===== src/design/slsq_cfg.svh =====
// Timing constants for the status LED sequencer.
// Assumes a 100 MHz system clock and a 1 ms housekeeping tick.
`ifndef SLSQ_CFG_SVH
`define SLSQ_CFG_SVH

// System clock period in ns
`define SLSQ_CLK_PERIOD_NS 10
// Housekeeping tick period in us
`define SLSQ_TICK_US 1000
// Clock cycles per tick
`define SLSQ_TICK_CYCLES ((`SLSQ_TICK_US * 1000) / `SLSQ_CLK_PERIOD_NS)
// Milliseconds to whole ticks
`define SLSQ_MS_TO_TICKS(ms) (((ms) * 1000) / `SLSQ_TICK_US)

// Good read and no read indication time, ms
`define SLSQ_RESULT_MS 500
// Continuous mode warm-up blink time, ms
`define SLSQ_WARMUP_MS 5000
// Half period of every blink, ms
`define SLSQ_BLINK_MS 250
// Time spent on each colour of the setup cycle, ms
`define SLSQ_SETUP_STEP_MS 333
// Least time a hard failure holds the LED red, ms
`define SLSQ_FAIL_HOLD_MS 3000
// Width of all tick timers
`define SLSQ_TMR_W 13

`endif


===== src/design/slsq_pkg.sv =====
// Types shared by the status LED sequencer.
// Assumes nothing beyond a SystemVerilog compiler.
package slsq_pkg;

    // Main indication state, one-hot
    typedef enum logic [5:0] {
        ST_IDLE   = 6'h01,
        ST_TRIG   = 6'h02,
        ST_GOOD   = 6'h04,
        ST_NOREAD = 6'h08,
        ST_WARM   = 6'h10,
        ST_READ   = 6'h20
    } slsq_state_type;

    // Colour step of the setup cycle, one-hot
    typedef enum logic [2:0] {
        PH_RED = 3'h1,
        PH_YEL = 3'h2,
        PH_GRN = 3'h4
    } slsq_phase_type;

endpackage


===== src/design/slsq_top.sv =====
// Status LED sequencer: drives one tri-colour LED from scanner condition.
// Assumes all inputs synchronous to MCLK; decoder results are pulses.
// Contract
// RL1: Idle untriggered normal: blink yellow.
// RL2: Laser on and triggered or continuous: solid yellow.
// RL3: Triggered mode: yellow lasts exactly while trigger held.
// RL4: Trigger ends with good decode: green half second.
// RL5: Failed or invalid decode: solid red half second.
// RL6: After result, back to blinking yellow idle.
// RL7: Setup mode cycles red, yellow, green repeatedly.
// RL8: Failure: red held extended, or blinking red.
// RL9: Continuous mode ignores hardware and serial triggers.
// RL10: Continuous: blink yellow five seconds, then solid.
// RL11: Continuous: green half second per good decode.
// RL12: Continuous mode never shows red no-read; entered during no-read, red still shows for one cycle.
// RL13: Tick counters time all; failure has top priority.
`timescale 1ns/1ps
`include "slsq_cfg.svh"
module slsq_top #(
    parameter int unsigned TICK_CYCLES = `SLSQ_TICK_CYCLES,
    parameter int unsigned RESULT_TICKS = `SLSQ_MS_TO_TICKS(`SLSQ_RESULT_MS),
    parameter int unsigned WARMUP_TICKS = `SLSQ_MS_TO_TICKS(`SLSQ_WARMUP_MS),
    parameter int unsigned BLINK_TICKS = `SLSQ_MS_TO_TICKS(`SLSQ_BLINK_MS),
    parameter int unsigned SETUP_TICKS =
        `SLSQ_MS_TO_TICKS(`SLSQ_SETUP_STEP_MS),
    parameter int unsigned FAIL_TICKS = `SLSQ_MS_TO_TICKS(`SLSQ_FAIL_HOLD_MS)
) (
    input wire logic MCLK,
    input wire logic RST,
    input wire logic CE,
    input wire logic CONT_MODE,
    input wire logic SETUP_MODE,
    input wire logic TRIG_SRC_SERIAL,
    input wire logic TRIG_HW,
    input wire logic TRIG_SER_ON,
    input wire logic TRIG_SER_OFF,
    input wire logic LASER_ON,
    input wire logic DEC_GOOD,
    input wire logic DEC_FAIL,
    input wire logic INVALID_SYMBOL_FLAG,
    input wire logic FAULT_HARD,
    input wire logic FAULT_SPEC,
    output logic LED_RED,
    output logic LED_GREEN,
    output logic LED_YELLOW
);
    localparam int unsigned TW = `SLSQ_TMR_W;
    localparam int unsigned TMAX = (1 << TW) - 1;

    // Every interval must be at least one tick and fit the timers
    if (RESULT_TICKS < 1 || RESULT_TICKS > TMAX ||
        WARMUP_TICKS < 1 || WARMUP_TICKS > TMAX ||
        BLINK_TICKS < 1 || BLINK_TICKS > TMAX ||
        SETUP_TICKS < 1 || SETUP_TICKS > TMAX ||
        FAIL_TICKS < 1 || FAIL_TICKS > TMAX) begin : g_bad_ticks
        $error("slsq_top: tick interval out of range");
    end

    slsq_pkg::slsq_state_type state_r;
    slsq_pkg::slsq_state_type state_nxt;
    slsq_pkg::slsq_phase_type phase_r;
    slsq_pkg::slsq_phase_type phase_nxt;
    logic [TW-1:0] tmr_r;
    logic [TW-1:0] tmr_nxt;
    logic [TW-1:0] blink_cnt_r;
    logic [TW-1:0] blink_cnt_nxt;
    logic [TW-1:0] setup_cnt_r;
    logic [TW-1:0] setup_cnt_nxt;
    logic [TW-1:0] fail_hold_r;
    logic [TW-1:0] fail_hold_nxt;
    logic blink_r;
    logic blink_nxt;
    logic trig_ser_r;
    logic trig_ser_nxt;
    logic good_seen_r;
    logic good_seen_nxt;
    logic bad_seen_r;
    logic bad_seen_nxt;
    logic led_red_r;
    logic led_red_nxt;
    logic led_green_r;
    logic led_green_nxt;
    logic led_yellow_r;
    logic led_yellow_nxt;
    logic tick;
    logic trig_act;
    logic fail_hard_act;
    logic step;

    // Timer reached its last tick; shared by every interval check except the failure hold
    function automatic logic last_tick(input logic [TW-1:0] cnt,
                                       input int unsigned ticks);
        last_tick = (cnt == TW'(ticks - 1));
    endfunction

    // Millisecond tick feeding every interval
    slsq_tick #(
        .CYCLES(TICK_CYCLES)
    ) u_tick (
        .clk(MCLK),
        .rst(RST),
        .ce(CE),
        .tick(tick)
    );

    assign step = CE & tick;

    // Trigger source: photoeye level or serial on/off characters
    always_comb begin
        trig_ser_nxt = trig_ser_r;
        if (CE) begin
            if (CONT_MODE || !TRIG_SRC_SERIAL) begin
                trig_ser_nxt = 1'b0; // RL9
            end else if (TRIG_SER_ON) begin
                trig_ser_nxt = 1'b1; // Set wins over a same-cycle off
            end else if (TRIG_SER_OFF) begin
                trig_ser_nxt = 1'b0;
            end
        end
    end

    // Continuous mode masks both trigger paths
    assign trig_act = !CONT_MODE &&
        (TRIG_SRC_SERIAL ? trig_ser_r : TRIG_HW); // RL9

    // Hard failure holds red for a minimum time after it clears
    assign fail_hard_act = FAULT_HARD || (fail_hold_r != '0); // RL8

    always_comb begin
        fail_hold_nxt = fail_hold_r;
        if (CE) begin
            if (FAULT_HARD) begin
                fail_hold_nxt = TW'(FAIL_TICKS); // RL8
            end else if (tick && fail_hold_r != '0) begin
                fail_hold_nxt = fail_hold_r - 1'b1;
            end
        end
    end

    // Blink phase shared by idle, warm-up and soft failure
    always_comb begin
        blink_cnt_nxt = blink_cnt_r;
        blink_nxt = blink_r;
        if (step) begin
            if (last_tick(blink_cnt_r, BLINK_TICKS)) begin
                blink_cnt_nxt = '0;
                blink_nxt = !blink_r; // RL13
            end else begin
                blink_cnt_nxt = blink_cnt_r + 1'b1;
            end
        end
    end

    // Setup colour rotation; restarts at red whenever setup is left
    always_comb begin
        setup_cnt_nxt = setup_cnt_r;
        phase_nxt = phase_r;
        if (CE) begin
            if (!SETUP_MODE) begin
                setup_cnt_nxt = '0;
                phase_nxt = slsq_pkg::PH_RED;
            end else if (tick) begin
                if (last_tick(setup_cnt_r, SETUP_TICKS)) begin
                    setup_cnt_nxt = '0;
                    unique case (phase_r) // RL7
                        slsq_pkg::PH_RED: phase_nxt = slsq_pkg::PH_YEL;
                        slsq_pkg::PH_YEL: phase_nxt = slsq_pkg::PH_GRN;
                        slsq_pkg::PH_GRN: phase_nxt = slsq_pkg::PH_RED;
                        default: phase_nxt = slsq_pkg::PH_RED;
                    endcase
                end else begin
                    setup_cnt_nxt = setup_cnt_r + 1'b1;
                end
            end
        end
    end

    // Main sequence; timer restarts on every state change
    always_comb begin
        state_nxt = state_r;
        good_seen_nxt = good_seen_r;
        bad_seen_nxt = bad_seen_r;
        if (CE) begin
            unique case (state_r)
                slsq_pkg::ST_IDLE: begin
                    good_seen_nxt = 1'b0;
                    bad_seen_nxt = 1'b0;
                    if (CONT_MODE) begin
                        state_nxt = slsq_pkg::ST_WARM; // RL10
                    end else if (trig_act) begin
                        state_nxt = slsq_pkg::ST_TRIG; // RL6
                    end
                end
                slsq_pkg::ST_TRIG: begin
                    // Results are collected while the trigger is held
                    good_seen_nxt = good_seen_r | DEC_GOOD;
                    bad_seen_nxt = bad_seen_r | DEC_FAIL |
                        INVALID_SYMBOL_FLAG;
                    if (CONT_MODE) begin
                        state_nxt = slsq_pkg::ST_WARM;
                    end else if (!trig_act) begin // RL3
                        // Red unless a clean good read was seen
                        if ((good_seen_r | DEC_GOOD) && !(bad_seen_r |
                            DEC_FAIL | INVALID_SYMBOL_FLAG)) begin
                            state_nxt = slsq_pkg::ST_GOOD; // RL4
                        end else begin
                            state_nxt = slsq_pkg::ST_NOREAD; // RL5
                        end
                    end
                end
                slsq_pkg::ST_GOOD: begin
                    if (tick && last_tick(tmr_r, RESULT_TICKS)) begin
                        state_nxt = CONT_MODE ? slsq_pkg::ST_READ :
                            slsq_pkg::ST_IDLE; // RL11
                    end
                end
                slsq_pkg::ST_NOREAD: begin
                    if (CONT_MODE) begin
                        state_nxt = slsq_pkg::ST_WARM; // RL12
                    end else if (tick && last_tick(tmr_r, RESULT_TICKS)) begin
                        state_nxt = slsq_pkg::ST_IDLE; // RL6
                    end
                end
                slsq_pkg::ST_WARM: begin
                    if (!CONT_MODE) begin
                        state_nxt = slsq_pkg::ST_IDLE;
                    end else if (tick && last_tick(tmr_r, WARMUP_TICKS)) begin
                        state_nxt = slsq_pkg::ST_READ; // RL10
                    end
                end
                slsq_pkg::ST_READ: begin
                    if (!CONT_MODE) begin
                        state_nxt = slsq_pkg::ST_IDLE;
                    end else if (DEC_GOOD) begin
                        state_nxt = slsq_pkg::ST_GOOD; // RL11
                    end
                end
                default: state_nxt = slsq_pkg::ST_IDLE;
            endcase
        end
    end

    // Interval timer counts ticks spent in the current state
    always_comb begin
        tmr_nxt = tmr_r;
        if (CE) begin
            if (state_nxt != state_r) begin
                tmr_nxt = '0;
            end else if (tick && tmr_r != TW'(TMAX)) begin
                tmr_nxt = tmr_r + 1'b1; // RL13
            end
        end
    end

    // LED colour; failure beats setup, setup beats the sequence
    always_comb begin
        led_red_nxt = 1'b0;
        led_green_nxt = 1'b0;
        led_yellow_nxt = 1'b0;
        if (fail_hard_act) begin
            led_red_nxt = 1'b1; // RL13
        end else if (FAULT_SPEC) begin
            led_red_nxt = blink_r; // RL8
        end else if (SETUP_MODE) begin
            led_red_nxt = (phase_r == slsq_pkg::PH_RED); // RL7
            led_yellow_nxt = (phase_r == slsq_pkg::PH_YEL);
            led_green_nxt = (phase_r == slsq_pkg::PH_GRN);
        end else begin
            unique case (state_r)
                slsq_pkg::ST_IDLE: led_yellow_nxt = blink_r; // RL1
                slsq_pkg::ST_WARM: led_yellow_nxt = blink_r; // RL10
                // Laser off while armed falls back to the idle blink
                slsq_pkg::ST_TRIG:
                    led_yellow_nxt = LASER_ON | blink_r; // RL2
                slsq_pkg::ST_READ:
                    led_yellow_nxt = LASER_ON | blink_r; // RL2
                slsq_pkg::ST_GOOD: led_green_nxt = 1'b1; // RL4
                slsq_pkg::ST_NOREAD: led_red_nxt = 1'b1; // RL5
                default: led_yellow_nxt = blink_r;
            endcase
        end
        if (!CE) begin
            led_red_nxt = led_red_r;
            led_green_nxt = led_green_r;
            led_yellow_nxt = led_yellow_r;
        end
    end

    // All state registers
    always_ff @(posedge MCLK) begin
        if (RST) begin
            state_r <= slsq_pkg::ST_IDLE;
            phase_r <= slsq_pkg::PH_RED;
            tmr_r <= '0;
            blink_cnt_r <= '0;
            setup_cnt_r <= '0;
            fail_hold_r <= '0;
            blink_r <= 1'b0;
            trig_ser_r <= 1'b0;
            good_seen_r <= 1'b0;
            bad_seen_r <= 1'b0;
            led_red_r <= 1'b0;
            led_green_r <= 1'b0;
            led_yellow_r <= 1'b0;
        end else begin
            state_r <= state_nxt;
            phase_r <= phase_nxt;
            tmr_r <= tmr_nxt;
            blink_cnt_r <= blink_cnt_nxt;
            setup_cnt_r <= setup_cnt_nxt;
            fail_hold_r <= fail_hold_nxt;
            blink_r <= blink_nxt;
            trig_ser_r <= trig_ser_nxt;
            good_seen_r <= good_seen_nxt;
            bad_seen_r <= bad_seen_nxt;
            led_red_r <= led_red_nxt;
            led_green_r <= led_green_nxt;
            led_yellow_r <= led_yellow_nxt;
        end
    end

    assign LED_RED = led_red_r;
    assign LED_GREEN = led_green_r;
    assign LED_YELLOW = led_yellow_r;

    // Checks on the indication sequence
    property p_idle_blink;
        @(posedge MCLK) disable iff (RST)
        (CE && state_r == slsq_pkg::ST_IDLE && !fail_hard_act &&
         !FAULT_SPEC && !SETUP_MODE) |=>
        (LED_YELLOW == $past(blink_r)) && !LED_RED && !LED_GREEN;
    endproperty
    a_idle_blink: assert property (p_idle_blink) // RL1
        else $error("idle LED is not blinking yellow");

    property p_solid_yellow;
        @(posedge MCLK) disable iff (RST)
        (CE && LASER_ON && !fail_hard_act && !FAULT_SPEC && !SETUP_MODE &&
         (state_r == slsq_pkg::ST_TRIG || state_r == slsq_pkg::ST_READ))
        |=> LED_YELLOW && !LED_RED && !LED_GREEN;
    endproperty
    a_solid_yellow: assert property (p_solid_yellow) // RL2
        else $error("reading LED is not solid yellow");

    property p_trig_hold;
        @(posedge MCLK) disable iff (RST)
        (CE && !CONT_MODE && state_r == slsq_pkg::ST_TRIG) |=>
        ((state_r == slsq_pkg::ST_TRIG) == $past(trig_act));
    endproperty
    a_trig_hold: assert property (p_trig_hold) // RL3
        else $error("trigger state does not follow the trigger");

    property p_good_time;
        @(posedge MCLK) disable iff (RST)
        (CE && !CONT_MODE && state_r == slsq_pkg::ST_TRIG && !trig_act &&
         (good_seen_r || DEC_GOOD) && !DEC_FAIL && !INVALID_SYMBOL_FLAG &&
         !bad_seen_r)
        |=> (state_r == slsq_pkg::ST_GOOD) && tmr_r == '0;
    endproperty
    a_good_time: assert property (p_good_time) // RL4
        else $error("good read did not start the green interval");

    property p_noread_end;
        @(posedge MCLK) disable iff (RST)
        (CE && tick && !CONT_MODE && state_r == slsq_pkg::ST_NOREAD &&
         tmr_r == TW'(RESULT_TICKS - 1)) |=> state_r == slsq_pkg::ST_IDLE;
    endproperty
    a_noread_end: assert property (p_noread_end) // RL6
        else $error("no read did not return to idle on time");

    property p_setup_red;
        @(posedge MCLK) disable iff (RST)
        (CE && SETUP_MODE && !fail_hard_act && !FAULT_SPEC &&
         phase_r == slsq_pkg::PH_RED) |=>
        LED_RED && !LED_GREEN && !LED_YELLOW;
    endproperty
    a_setup_red: assert property (p_setup_red) // RL7
        else $error("setup red step shows wrong colour");

    property p_fail_hold;
        @(posedge MCLK) disable iff (RST)
        (CE && FAULT_HARD) ##1 (CE && !FAULT_HARD) |=>
        LED_RED && !LED_GREEN && !LED_YELLOW;
    endproperty
    a_fail_hold: assert property (p_fail_hold) // RL8
        else $error("hard failure red not held");

    property p_ser_ignored;
        @(posedge MCLK) disable iff (RST)
        (CE && CONT_MODE) |=> !trig_ser_r;
    endproperty
    a_ser_ignored: assert property (p_ser_ignored) // RL9
        else $error("serial trigger taken in continuous mode");

    property p_warm_end;
        @(posedge MCLK) disable iff (RST)
        (CE && tick && CONT_MODE && state_r == slsq_pkg::ST_WARM &&
         tmr_r == TW'(WARMUP_TICKS - 1)) |=> state_r == slsq_pkg::ST_READ;
    endproperty
    a_warm_end: assert property (p_warm_end) // RL10
        else $error("warm-up did not end on time");

    property p_cont_good;
        @(posedge MCLK) disable iff (RST)
        (CE && CONT_MODE && DEC_GOOD && state_r == slsq_pkg::ST_READ) |=>
        state_r == slsq_pkg::ST_GOOD;
    endproperty
    a_cont_good: assert property (p_cont_good) // RL11
        else $error("continuous good read not shown");

    property p_cont_no_red;
        @(posedge MCLK) disable iff (RST)
        (CE && CONT_MODE && !fail_hard_act && !FAULT_SPEC && !SETUP_MODE &&
         state_r != slsq_pkg::ST_NOREAD) |=> !LED_RED;
    endproperty
    a_cont_no_red: assert property (p_cont_no_red) // RL12
        else $error("red shown in continuous mode");

    property p_spec_blink;
        @(posedge MCLK) disable iff (RST)
        (CE && FAULT_SPEC && !fail_hard_act) |=>
        (LED_RED == $past(blink_r)) && !LED_GREEN && !LED_YELLOW;
    endproperty
    a_spec_blink: assert property (p_spec_blink) // RL13
        else $error("soft failure does not take priority");

endmodule // slsq_top


===== src/design/slsq_tick.sv =====
// Tick prescaler for the status LED sequencer.
// Assumes a free running clock; ce freezes the count.
`timescale 1ns/1ps
module slsq_tick #(
    parameter int unsigned CYCLES = 100000
) (
    input wire logic clk,
    input wire logic rst,
    input wire logic ce,
    output logic tick
);
    localparam int unsigned CW = (CYCLES > 1) ? $clog2(CYCLES) : 1;

    if (CYCLES < 2) begin : g_bad_cycles
        $error("slsq_tick: CYCLES must be at least 2");
    end

    logic [CW-1:0] cnt_r;
    logic [CW-1:0] cnt_nxt;
    logic tick_r;
    logic tick_nxt;

    // Wrap at CYCLES-1 and pulse once per wrap
    always_comb begin
        cnt_nxt = cnt_r;
        tick_nxt = tick_r;
        if (ce) begin
            if (cnt_r == CW'(CYCLES - 1)) begin
                cnt_nxt = '0;
                tick_nxt = 1'b1;
            end else begin
                cnt_nxt = cnt_r + 1'b1;
                tick_nxt = 1'b0;
            end
        end
    end

    // Registers only
    always_ff @(posedge clk) begin
        if (rst) begin
            cnt_r <= '0;
            tick_r <= 1'b0;
        end else begin
            cnt_r <= cnt_nxt;
            tick_r <= tick_nxt;
        end
    end

    assign tick = tick_r;
endmodule // slsq_tick


===== config.mk =====
export PLATFORM = sky130hd
export DESIGN_NAME = slsq_top
export DESIGN_NICKNAME = d
export VERILOG_FILES = /design/src/design/slsq_pkg.sv /design/src/design/slsq_top.sv /design/src/design/slsq_tick.sv
export VERILOG_INCLUDE_DIRS = /design/src /design/src/design
export SDC_FILE = /design/constraint.sdc
export NUM_CORES = 1
export LEC_CHECK = 0
export BUFFER_PORTS_ARGS = -buffer_cell sky130_fd_sc_hd__buf_4
export CAP_MARGIN = 20
export CORE_MARGIN = 2
export CORE_UTILIZATION = 50
export DETAILED_ROUTE_END_ITERATION = 6
export GPL_TIMING_DRIVEN = 1
export PLACE_DENSITY = 0.67
export SYNTH_ARGS = -nofsm -noshare
export SYNTH_HDL_FRONTEND = slang
export SYNTH_SLANG_ARGS = --single-unit

===== constraint.sdc =====
create_clock -name MCLK -period 4.1 [get_ports MCLK]
set_clock_uncertainty 0.1 [all_clocks]
set_input_delay 0.82 -clock MCLK [delete_from_list [all_inputs] [get_ports MCLK]]
set_output_delay 0.82 -clock MCLK [all_outputs]
set_load 0.01 [all_outputs]

==> impl_metrics.yaml, run 1 <==
pwr:
  ir_drop_mv: 0.1822
  p_per_area_nw_per_um2: 336.0
  p_sw_uw: 430.6
  power.total_mw: 1.677
  internal_power_mw: 1.247
  power_frac_clock_pct: 40.7
  switching_share_pct: 25.67
  combPwrFrac_pct: 7.8
  power_frac_seq_pct: 51.5
  p_leak_nw: 1.648
critical_path:
  critPathCaptureType: "register"
  cp-start-kind: "primary input"
  path_class: "in2reg"
  cp.arrival_ns: 2.62
  worstPathMaxFanout: 37
  cp_data_required_time_ns: 4.30
cts:
  worst_skew_pair.late_latency_ns: 0.37
  cts_tree: "built"
  htree_levels: 3
  clock_path_buffers: 2
  path_clk_slew_ns: 0.09
  cts-root-buf: "clkbuf_8"
  cts_setup_buffers: 0
  cts_sinks: 86
  cts-resized-gates: 0
  cts_buffers: 9
  ctsHoldBuffers: 0
die:
  die_area_um2: 10050
  core-area_um2: 9109
  io_pins: 18
  row_count: 35
  fp.dieH_um: 100.3
  start_util_pct: 50.85
  die_w_um: 100.3
place:
  place_congestion: 0.8556
  pre_cts_slack_ns: 1.314
  dp_hpwl_um: 6987
  port_buffers: 17
global_routing:
  grt_pass1_wl_um: 16970
  grt_max_degree: 41
  antenna_found_initial: 0
  grt_remaining_overflow: 0
  track_usage_pct: 20.75
  grt_pass1_vias: 3597
logic_synthesis:
  synth_area_um2: 4632
  synth_top_area_share_pct: 37.17
  synth_flop_cell: "dfxtp_1"
  yosys-top-cells-area: "dfxtp_1 37%, nor2_1 7.1%, xnor2_1 6.6%, xor2_1 4.7%, nor3_1 4.2%"
  ys_types: 64
  ys_warn_count: 0
  synthArstFlopShare_pct: 0
  synth_nets: 592
  synth.ff_latch_count: 86
  synth_edf_count: 0
  syn_inst: 570
  ys_seq_area_share_pct: 37.17
  avgSynthCellArea_um2: 8.126
  synth_top_area_cell: "dfxtp_1"
routing:
  drt-pass1-iter-count: 5
  wl_per_cell_um: 14.59
  drtAntennaViolNets: 0
  wl_um: 9968
  via_count: 3976
  drc: 0
  vias_per_cell: 5.821
  drtIter0Drc: 248
timing:
  grt_setup_unrepaired: "no"
  fin_ws_ns: 1.676
  finalSetupTns_ns: 0
  finalSetupViolCount: 0
  fin_crit_ns: 2.424
  worst_pin_slew_ns: 1.014
  slew_headroom_pct: 31.74
  maxSlewViolCount: 0
  hold_viol_final: 0
  post-route-period-util_pct: 59.13
  fmax_mhz: 412.5
cells_and_area:
  n_antenna_cell: 0
  syn_to_final_growth_pct: 7.780
  nets: 589
  drive_gt1_share_pct: 9.091
job:
  cap_violations: 0
min_path:
  min_path_type: "reg2reg"
run_status:
  run_status: "complete, no violations"
## critical path: stages
cell and delay [ns]:
buf_4 0.32, inv_1 0.33, a21oi_2 0.38, nand2_2 0.13, or4_1 0.49, a21oi_1 0.13
## cell type report
class | instances | area [um2]
tap | 111 | 138.9
clock buffer | 9 | 123.9
clock inverter | 7 | 105.1
fill | 889 | 4116
sequential | 86 | 1722
timing repair buffer | 18 | 135.1
multi-input combinational | 437 | 2711
inverter | 15 | 56.30
## worst paths after layout
check | startpoint | endpoint | slack (ns) | cells after the start
worst max register to register | tmr_r[4] | tmr_r[11] | 1.74 | 5
worst min register to register | phase_r[2] | phase_r[2] | 0.38 | 2
worst min-delay path | phase_r[2] | phase_r[2] | 0.38 | 2
worst max-delay path | CE | phase_r[2] | 1.68 | 6
## routing by layer
metal / track usage [%] / part of all wire, %
met5: 0 / 0
met4: 6.955 / 1.7
met3: 3.621 / 3.7
met2: 31.80 / 45
met1: 29.56 / 49
## kinds of logic after synthesis
logic type	synth area share, %
XOR/XNOR	11.35
flip-flops	37.17
buffers and inverters	4.295
adder cells (fa/ha/maj)	1.891
AND/OR/NAND/NOR	32.09
multiplexers	1.297
AO/OA/AOI/OAI	11.91
## cell usage after synthesis, types with 4 or more instances
master     n
ha_1       7
nor3_1    39
or2_2      6
nand3_1   21
a21oi_1   15
a211oi_1   5
nor4_1     6
buf_2     11
and3_1     9
nor3b_1    6
and4_1     6
mux2i_1    6
xnor2_1   35
nand4_1   23
inv_1     15
clkbuf_1  18
nor2_1    87
o21ai_0   11
nand2_1   47
xor2_1    25
nor2b_1    4
o211ai_1   6
o22ai_1    4
a221oi_1   4
a31oi_1    4
dfxtp_1   86
and2_1     4
## registers in the layout, indices dropped and copies added (netlist names), 3 cells and up
name and flops:
state_r 6, fail_hold_r 13, u_tick.cnt_r 17, phase_r 3, tmr_r 13, setup_cnt_r 13, blink_cnt_r 13
## power by group through the flow
stage          registers, mW  logic (mW)  clock network [mW]
4_1_cts                0.863       0.130               0.703
3_5_place_dp           0.882       0.130                   0
5_1_grt                0.866       0.145               0.735
3_3_place_gp           0.882       0.128                   0
6_report               0.863       0.130               0.683
2_1_floorplan          0.875       0.102                   0
## per-stage QoR
stage	utilization, %	cell area, um2	hold slack, ns	instances
finish	54.81	4992	0.3812	683
global route	54.81	4992	0.3968	683
CTS	54.81	4992	0.3768	683
detailed placement	52.29	4763	0.3613	667
global placement	52.29	4763	0.3564	667
floorplan	-	4632	0.3445	570
## placed cells by master (no fill, tap or decap), types with 18 or more instances in the layout
cell type  count
nand2_1       47
buf_4         18
nand3_1       21
dfxtp_1       86
nor3_1        39
xnor2_1       35
xor2_1        25
nor2_1        87
nand4_1       23
Power figures use the tool's default switching activity.
==> run 2, diff against run 1 <==
- clock period: 4.1 -> 2.5 ns (I/O delays scaled with it)
==> run 2 against run 1 <==
Net effect:
- wire length is 3.4% higher
- clock power rose by 51%
- sequential power is 63% higher
- via count up 3.1%
- clock-buffer cell count up 3
- final area increased by 0.98%
- critical path depth rose by 1
- combinational power rose by 73%
==> impl_metrics.yaml, run 2 (synthesis gave the netlist of run 1 again) <==
run_status:
  run_status: "complete, no violations"
cts:
  cts_sinks: 86
  cts-resized-gates: 0
  ctsHoldBuffers: 0
  worst_skew_pair.late_latency_ns: 0.36
  clock_path_buffers: 2
  cts_tree: "built"
  cts_setup_buffers: 0
  path_clk_slew_ns: 0.08
  cts_buffers: 9
  cts-root-buf: "clkbuf_8"
  htree_levels: 3
pwr:
  power.total_mw: 2.667
  ir_drop_mv: 0.2851
  p_leak_nw: 1.685
  p_per_area_nw_per_um2: 529.0
critical_path:
  path_class: "reg2reg"
  worstPathMaxFanout: 10
  critPathCaptureType: "register"
  cp-start-kind: "register"
  cp.arrival_ns: 2.44
  cp_data_required_time_ns: 2.67
cells_and_area:
  largest_register_ffs: 17
  n_antenna_cell: 0
  top_register: "u_tick.cnt_r"
  syn_to_final_growth_pct: 8.833
  layout_common_cells: "87 x nor2_1, 86 x dfxtp_1, 47 x nand2_1, 39 x nor3_1, 35 x xnor2_1"
  nets: 598
  nFillCells: 857
  drive_gt1_share_pct: 10.33
  layout_commonest_cell: "nor2_1"
  final_util_pct: 55.34
global_routing:
  antenna_found_initial: 0
  grt_remaining_overflow: 0
  grt_max_degree: 41
  grt_pass1_wl_um: 17440
  grt_pass1_vias: 3719
  track_usage_pct: 21.18
routing:
  drtIter0Drc: 382
  drc: 0
  wl_um: 10300
  wl_per_cell_um: 14.89
  drt-pass1-iter-count: 5
  drtAntennaViolNets: 0
  vias_per_cell: 5.923
  via_count: 4099
die:
  io_pins: 18
  fp.dieH_um: 100.3
  die_area_um2: 10050
  start_util_pct: 50.85
  core-area_um2: 9109
  die_w_um: 100.3
  row_count: 35
timing:
  post-route-period-util_pct: 90.71
  finalSetupViolCount: 0
  finalSetupTns_ns: 0
  worst_pin_slew_ns: 0.7792
  maxSlewViolCount: 0
  grt_setup_unrepaired: "no"
  fin_crit_ns: 2.268
  hold_viol_final: 0
  fmax_mhz: 441.0
  slew_headroom_pct: 47.32
place:
  place_congestion: 0.9409
  port_buffers: 17
  dp_hpwl_um: 7295
min_path:
  min_path_type: "in2reg"
job:
  cap_violations: 0
## run 2: final timing paths
check	startpoint	endpoint	slack, ns	cells after the start
worst max-delay path	fail_hold_r[0]	LED_YELLOW	0.23	7
worst min-delay path	TRIG_SER_ON	trig_ser_r	0.34	3
worst max register to register	fail_hold_r[0]	LED_YELLOW	0.23	7
worst min register to register	LED_YELLOW	LED_YELLOW	0.37	2
## run 2: layer usage
metal / vias up / part of all wire, % / global-route usage, %
met5: - / 0 / 0
li1: 2043 / - / -
met3: 18 / 5.6 / 3.969
met4: 0 / 1.3 / 4.847
met1: 1922 / 49 / 30.36
met2: 116 / 44 / 33.14
## run 2: layout make-up
class,instances,area (um2),area share (%)
clock buffer,12,155.1,3.078
clock inverter,4,55.05,1.092
timing repair buffer,27,202.7,4.021
inverter,15,56.30,1.117
multi-input combinational,437,2711,53.79
sequential,86,1722,34.15
tap,111,138.9,2.755
## run 2: power by group
part           switching, mW  internal [mW]  leakage, nW  total, mW
clock                  0.506          0.521        0.103       1.03
combinational          0.141         0.0842        0.887      0.225
sequential            0.0271           1.39        0.696       1.41
## run 2: worst max-delay path: stages (launching register included)
cell and delay [ns]:
dfxtp_1 0.34, inv_1 0.06, ha_1 0.16, nor3b_1 0.49, nand4_2 0.39, nor3_1 0.36, o21ai_1 0.13, a21oi_1 0.16
## run 2: per-stage QoR
step                      area (um2)  cells  setup slack (ns)  hold WS (ns)
final                           5041    692            0.2323        0.3423
after global routing            5041    692          0.004237        0.3436
after floorplan                 4632    570            0.4594        0.3445
after detailed placement        4831    676            0.2720        0.3631
after CTS                       5041    692            0.2466        0.3337
after global placement          4831    676            0.3224        0.3551
==> run 3, diff against run 2 <==
- CORE_ASPECT_RATIO: default -> 0.8
==> run 3 against run 2 <==
Net effect:
- via count fell by 1.1%
- final cell count rose by 0.87%
- hold slack improved by 0.014 ns
- global-route usage rose by 0.24 points
- die area barely moved
- final area rose by 2.2%
- clock-buffer cell count fell by 1
- wire length rose by 0.27%
- register-to-register slack barely moved
- critical path depth fell by 1
- largest cell class unchanged
==> impl_metrics.yaml, run 3 (synthesis gave the netlist of run 1 again) <==
run_status:
  run_status: "complete, no violations"
critical_path:
  slowest_stage: "dfxtp_1"
  cp.depth: 6
  crit_buf_inv: 1
  reg2reg_to: "tmr_r[0]"
  crit_chain: "nor2_1 -> nand2_1 -> a211oi_1 -> o2111ai_1 -> buf_4 -> nor3_1"
  worstPathMaxFanout: 13
  reg2regPathDepth: 6
  crit_end: "tmr_r[0]"
  path_delay_family: "simple AND/OR/NAND/NOR gates"
  ff2ff_setup_slack_ns: 0.23
  critPathCaptureType: "register"
  crit_path_start: "state_r[4]"
  crit_path_max_incr_delay_ns: 0.44
  cp.arrival_ns: 2.42
  cp-start-kind: "register"
  path_class: "reg2reg"
  r2r_start: "state_r[4]"
  cp_data_required_time_ns: 2.65
die:
  die_area_um2: 10050
  die_w_um: 111.6
  io_pins: 18
  row_count: 31
  start_util_pct: 51.25
  fp.dieH_um: 90.09
  core-area_um2: 9037
min_path:
  holdPathStages: 3
  min_path_type: "in2reg"
cts:
  cts-root-buf: "clkbuf_16"
  worst_skew_pair.late_latency_ns: 0.34
  cts_sinks: 86
  clock_path_buffers: 2
  cts_tree: "built"
  cts_setup_buffers: 0
  htree_levels: 3
  cts_buffers: 9
  path_clk_slew_ns: 0.06
pwr:
  ir_drop_mv: 0.4694
  p_leak_nw: 1.736
  p_per_area_nw_per_um2: 568.8
global_routing:
  track_usage_pct: 21.42
  grt_max_degree: 41
  grt_pass1_wl_um: 17800
  grt_remaining_overflow: 0
  grt_pass1_vias: 3682
  antenna_found_initial: 0
timing:
  slew_headroom_pct: 54.22
  maxSlewViolCount: 0
  finalSetupTns_ns: 0
  hold_viol_final: 0
  worst_pin_slew_ns: 0.6772
  fmax_mhz: 440.2
  post-route-period-util_pct: 90.86
  finalSetupViolCount: 0
  grt_setup_unrepaired: "no"
  fin_crit_ns: 2.271
routing:
  drtAntennaViolNets: 0
  drt-pass1-iter-count: 5
  wl_per_cell_um: 14.80
  via_count: 4055
  drc: 0
  drtIter0Drc: 239
  wl_um: 10330
  vias_per_cell: 5.809
place:
  dp_hpwl_um: 7250
  port_buffers: 17
  place_congestion: 0.9798
  dp.cells: 682
cells_and_area:
  largest_register_ffs: 17
  syn_to_final_growth_pct: 11.18
  top_register: "u_tick.cnt_r"
  nets: 600
  layout_common_cells: "87 x nor2_1, 86 x dfxtp_1, 47 x nand2_1, 39 x nor3_1, 35 x xnor2_1"
  final_cell_count_no_fill: 698
  layout_commonest_cell: "nor2_1"
  n_antenna_cell: 0
  drive_gt1_share_pct: 10.98
job:
  cap_violations: 0
run 3: how the worst min path moves through the flow:
stage	from	endpoint
after floorplan	phase_r[2]	phase_r[2]
after global placement	phase_r[2]	phase_r[2]
final	TRIG_SER_ON	trig_ser_r
after detailed placement	LED_YELLOW	LED_YELLOW
after CTS	TRIG_SER_ON	trig_ser_r
after global routing	TRIG_SER_ON	trig_ser_r
run 3: layout make-up:
| cell class | instances | area [um2] |
|---|---|---|
| Sequential cell | 86 | 1722 |
| Tap cell | 115 | 143.9 |
| Fill cell | 854 | 3887 |
| Multi-Input combinational cell | 437 | 2716 |
| Inverter | 15 | 56.30 |
| Clock inverter | 5 | 41.29 |
| Clock buffer | 11 | 252.7 |
| Timing Repair Buffer | 29 | 217.7 |
run 3: timing repair:
| action | in CTS | in global routing |
|---|---|---|
| hold buffers | 0 | 0 |
| gates resized for setup | 0 | 1 |
| setup endpoints to repair | 0 | 8 |
run 3: routing by layer:
| metal | up-vias | global-route usage (%) | part of all wire, % | wire [um] |
|---|---|---|---|---|
| li1 | 2055 | - | - | - |
| met1 | 1895 | 30.24 | 49 | 5032 |
| met2 | 95 | 32.93 | 45 | 4616 |
| met3 | 10 | 4.450 | 5.5 | 564 |
| met4 | 0 | 6.687 | 1.1 | 117 |
| met5 | - | 0 | 0 | 0 |
run 3: worst min-delay path, stage by stage:
cell,delay (ns)
buf_4,0.11
nand4_1,0.07
a21oi_1,0.06
run 3: per-stage QoR:
step	setup WS [ns]	power, mW	util (%)	area [um2]	hold WS [ns]
after detailed placement	0.2281	1.669	53.68	4851	0.3634
after CTS	0.2015	2.963	56.93	5145	0.3480
after global placement	0.3188	1.667	53.68	4851	0.3544
after floorplan	0.4594	1.602	-	4632	0.3445
final	0.2285	2.929	56.98	5150	0.3563
after global routing	0.03130	3.051	56.98	5150	0.3631
run 3: power breakdown:
group | internal, mW | total (mW) | switching [mW] | leakage, nW
registers | 1.39 | 1.42 | 0.0272 | 0.696
clock network | 0.734 | 1.29 | 0.554 | 0.138
logic | 0.0848 | 0.226 | 0.141 | 0.902
total | 2.21 | 2.93 | 0.722 | 1.74
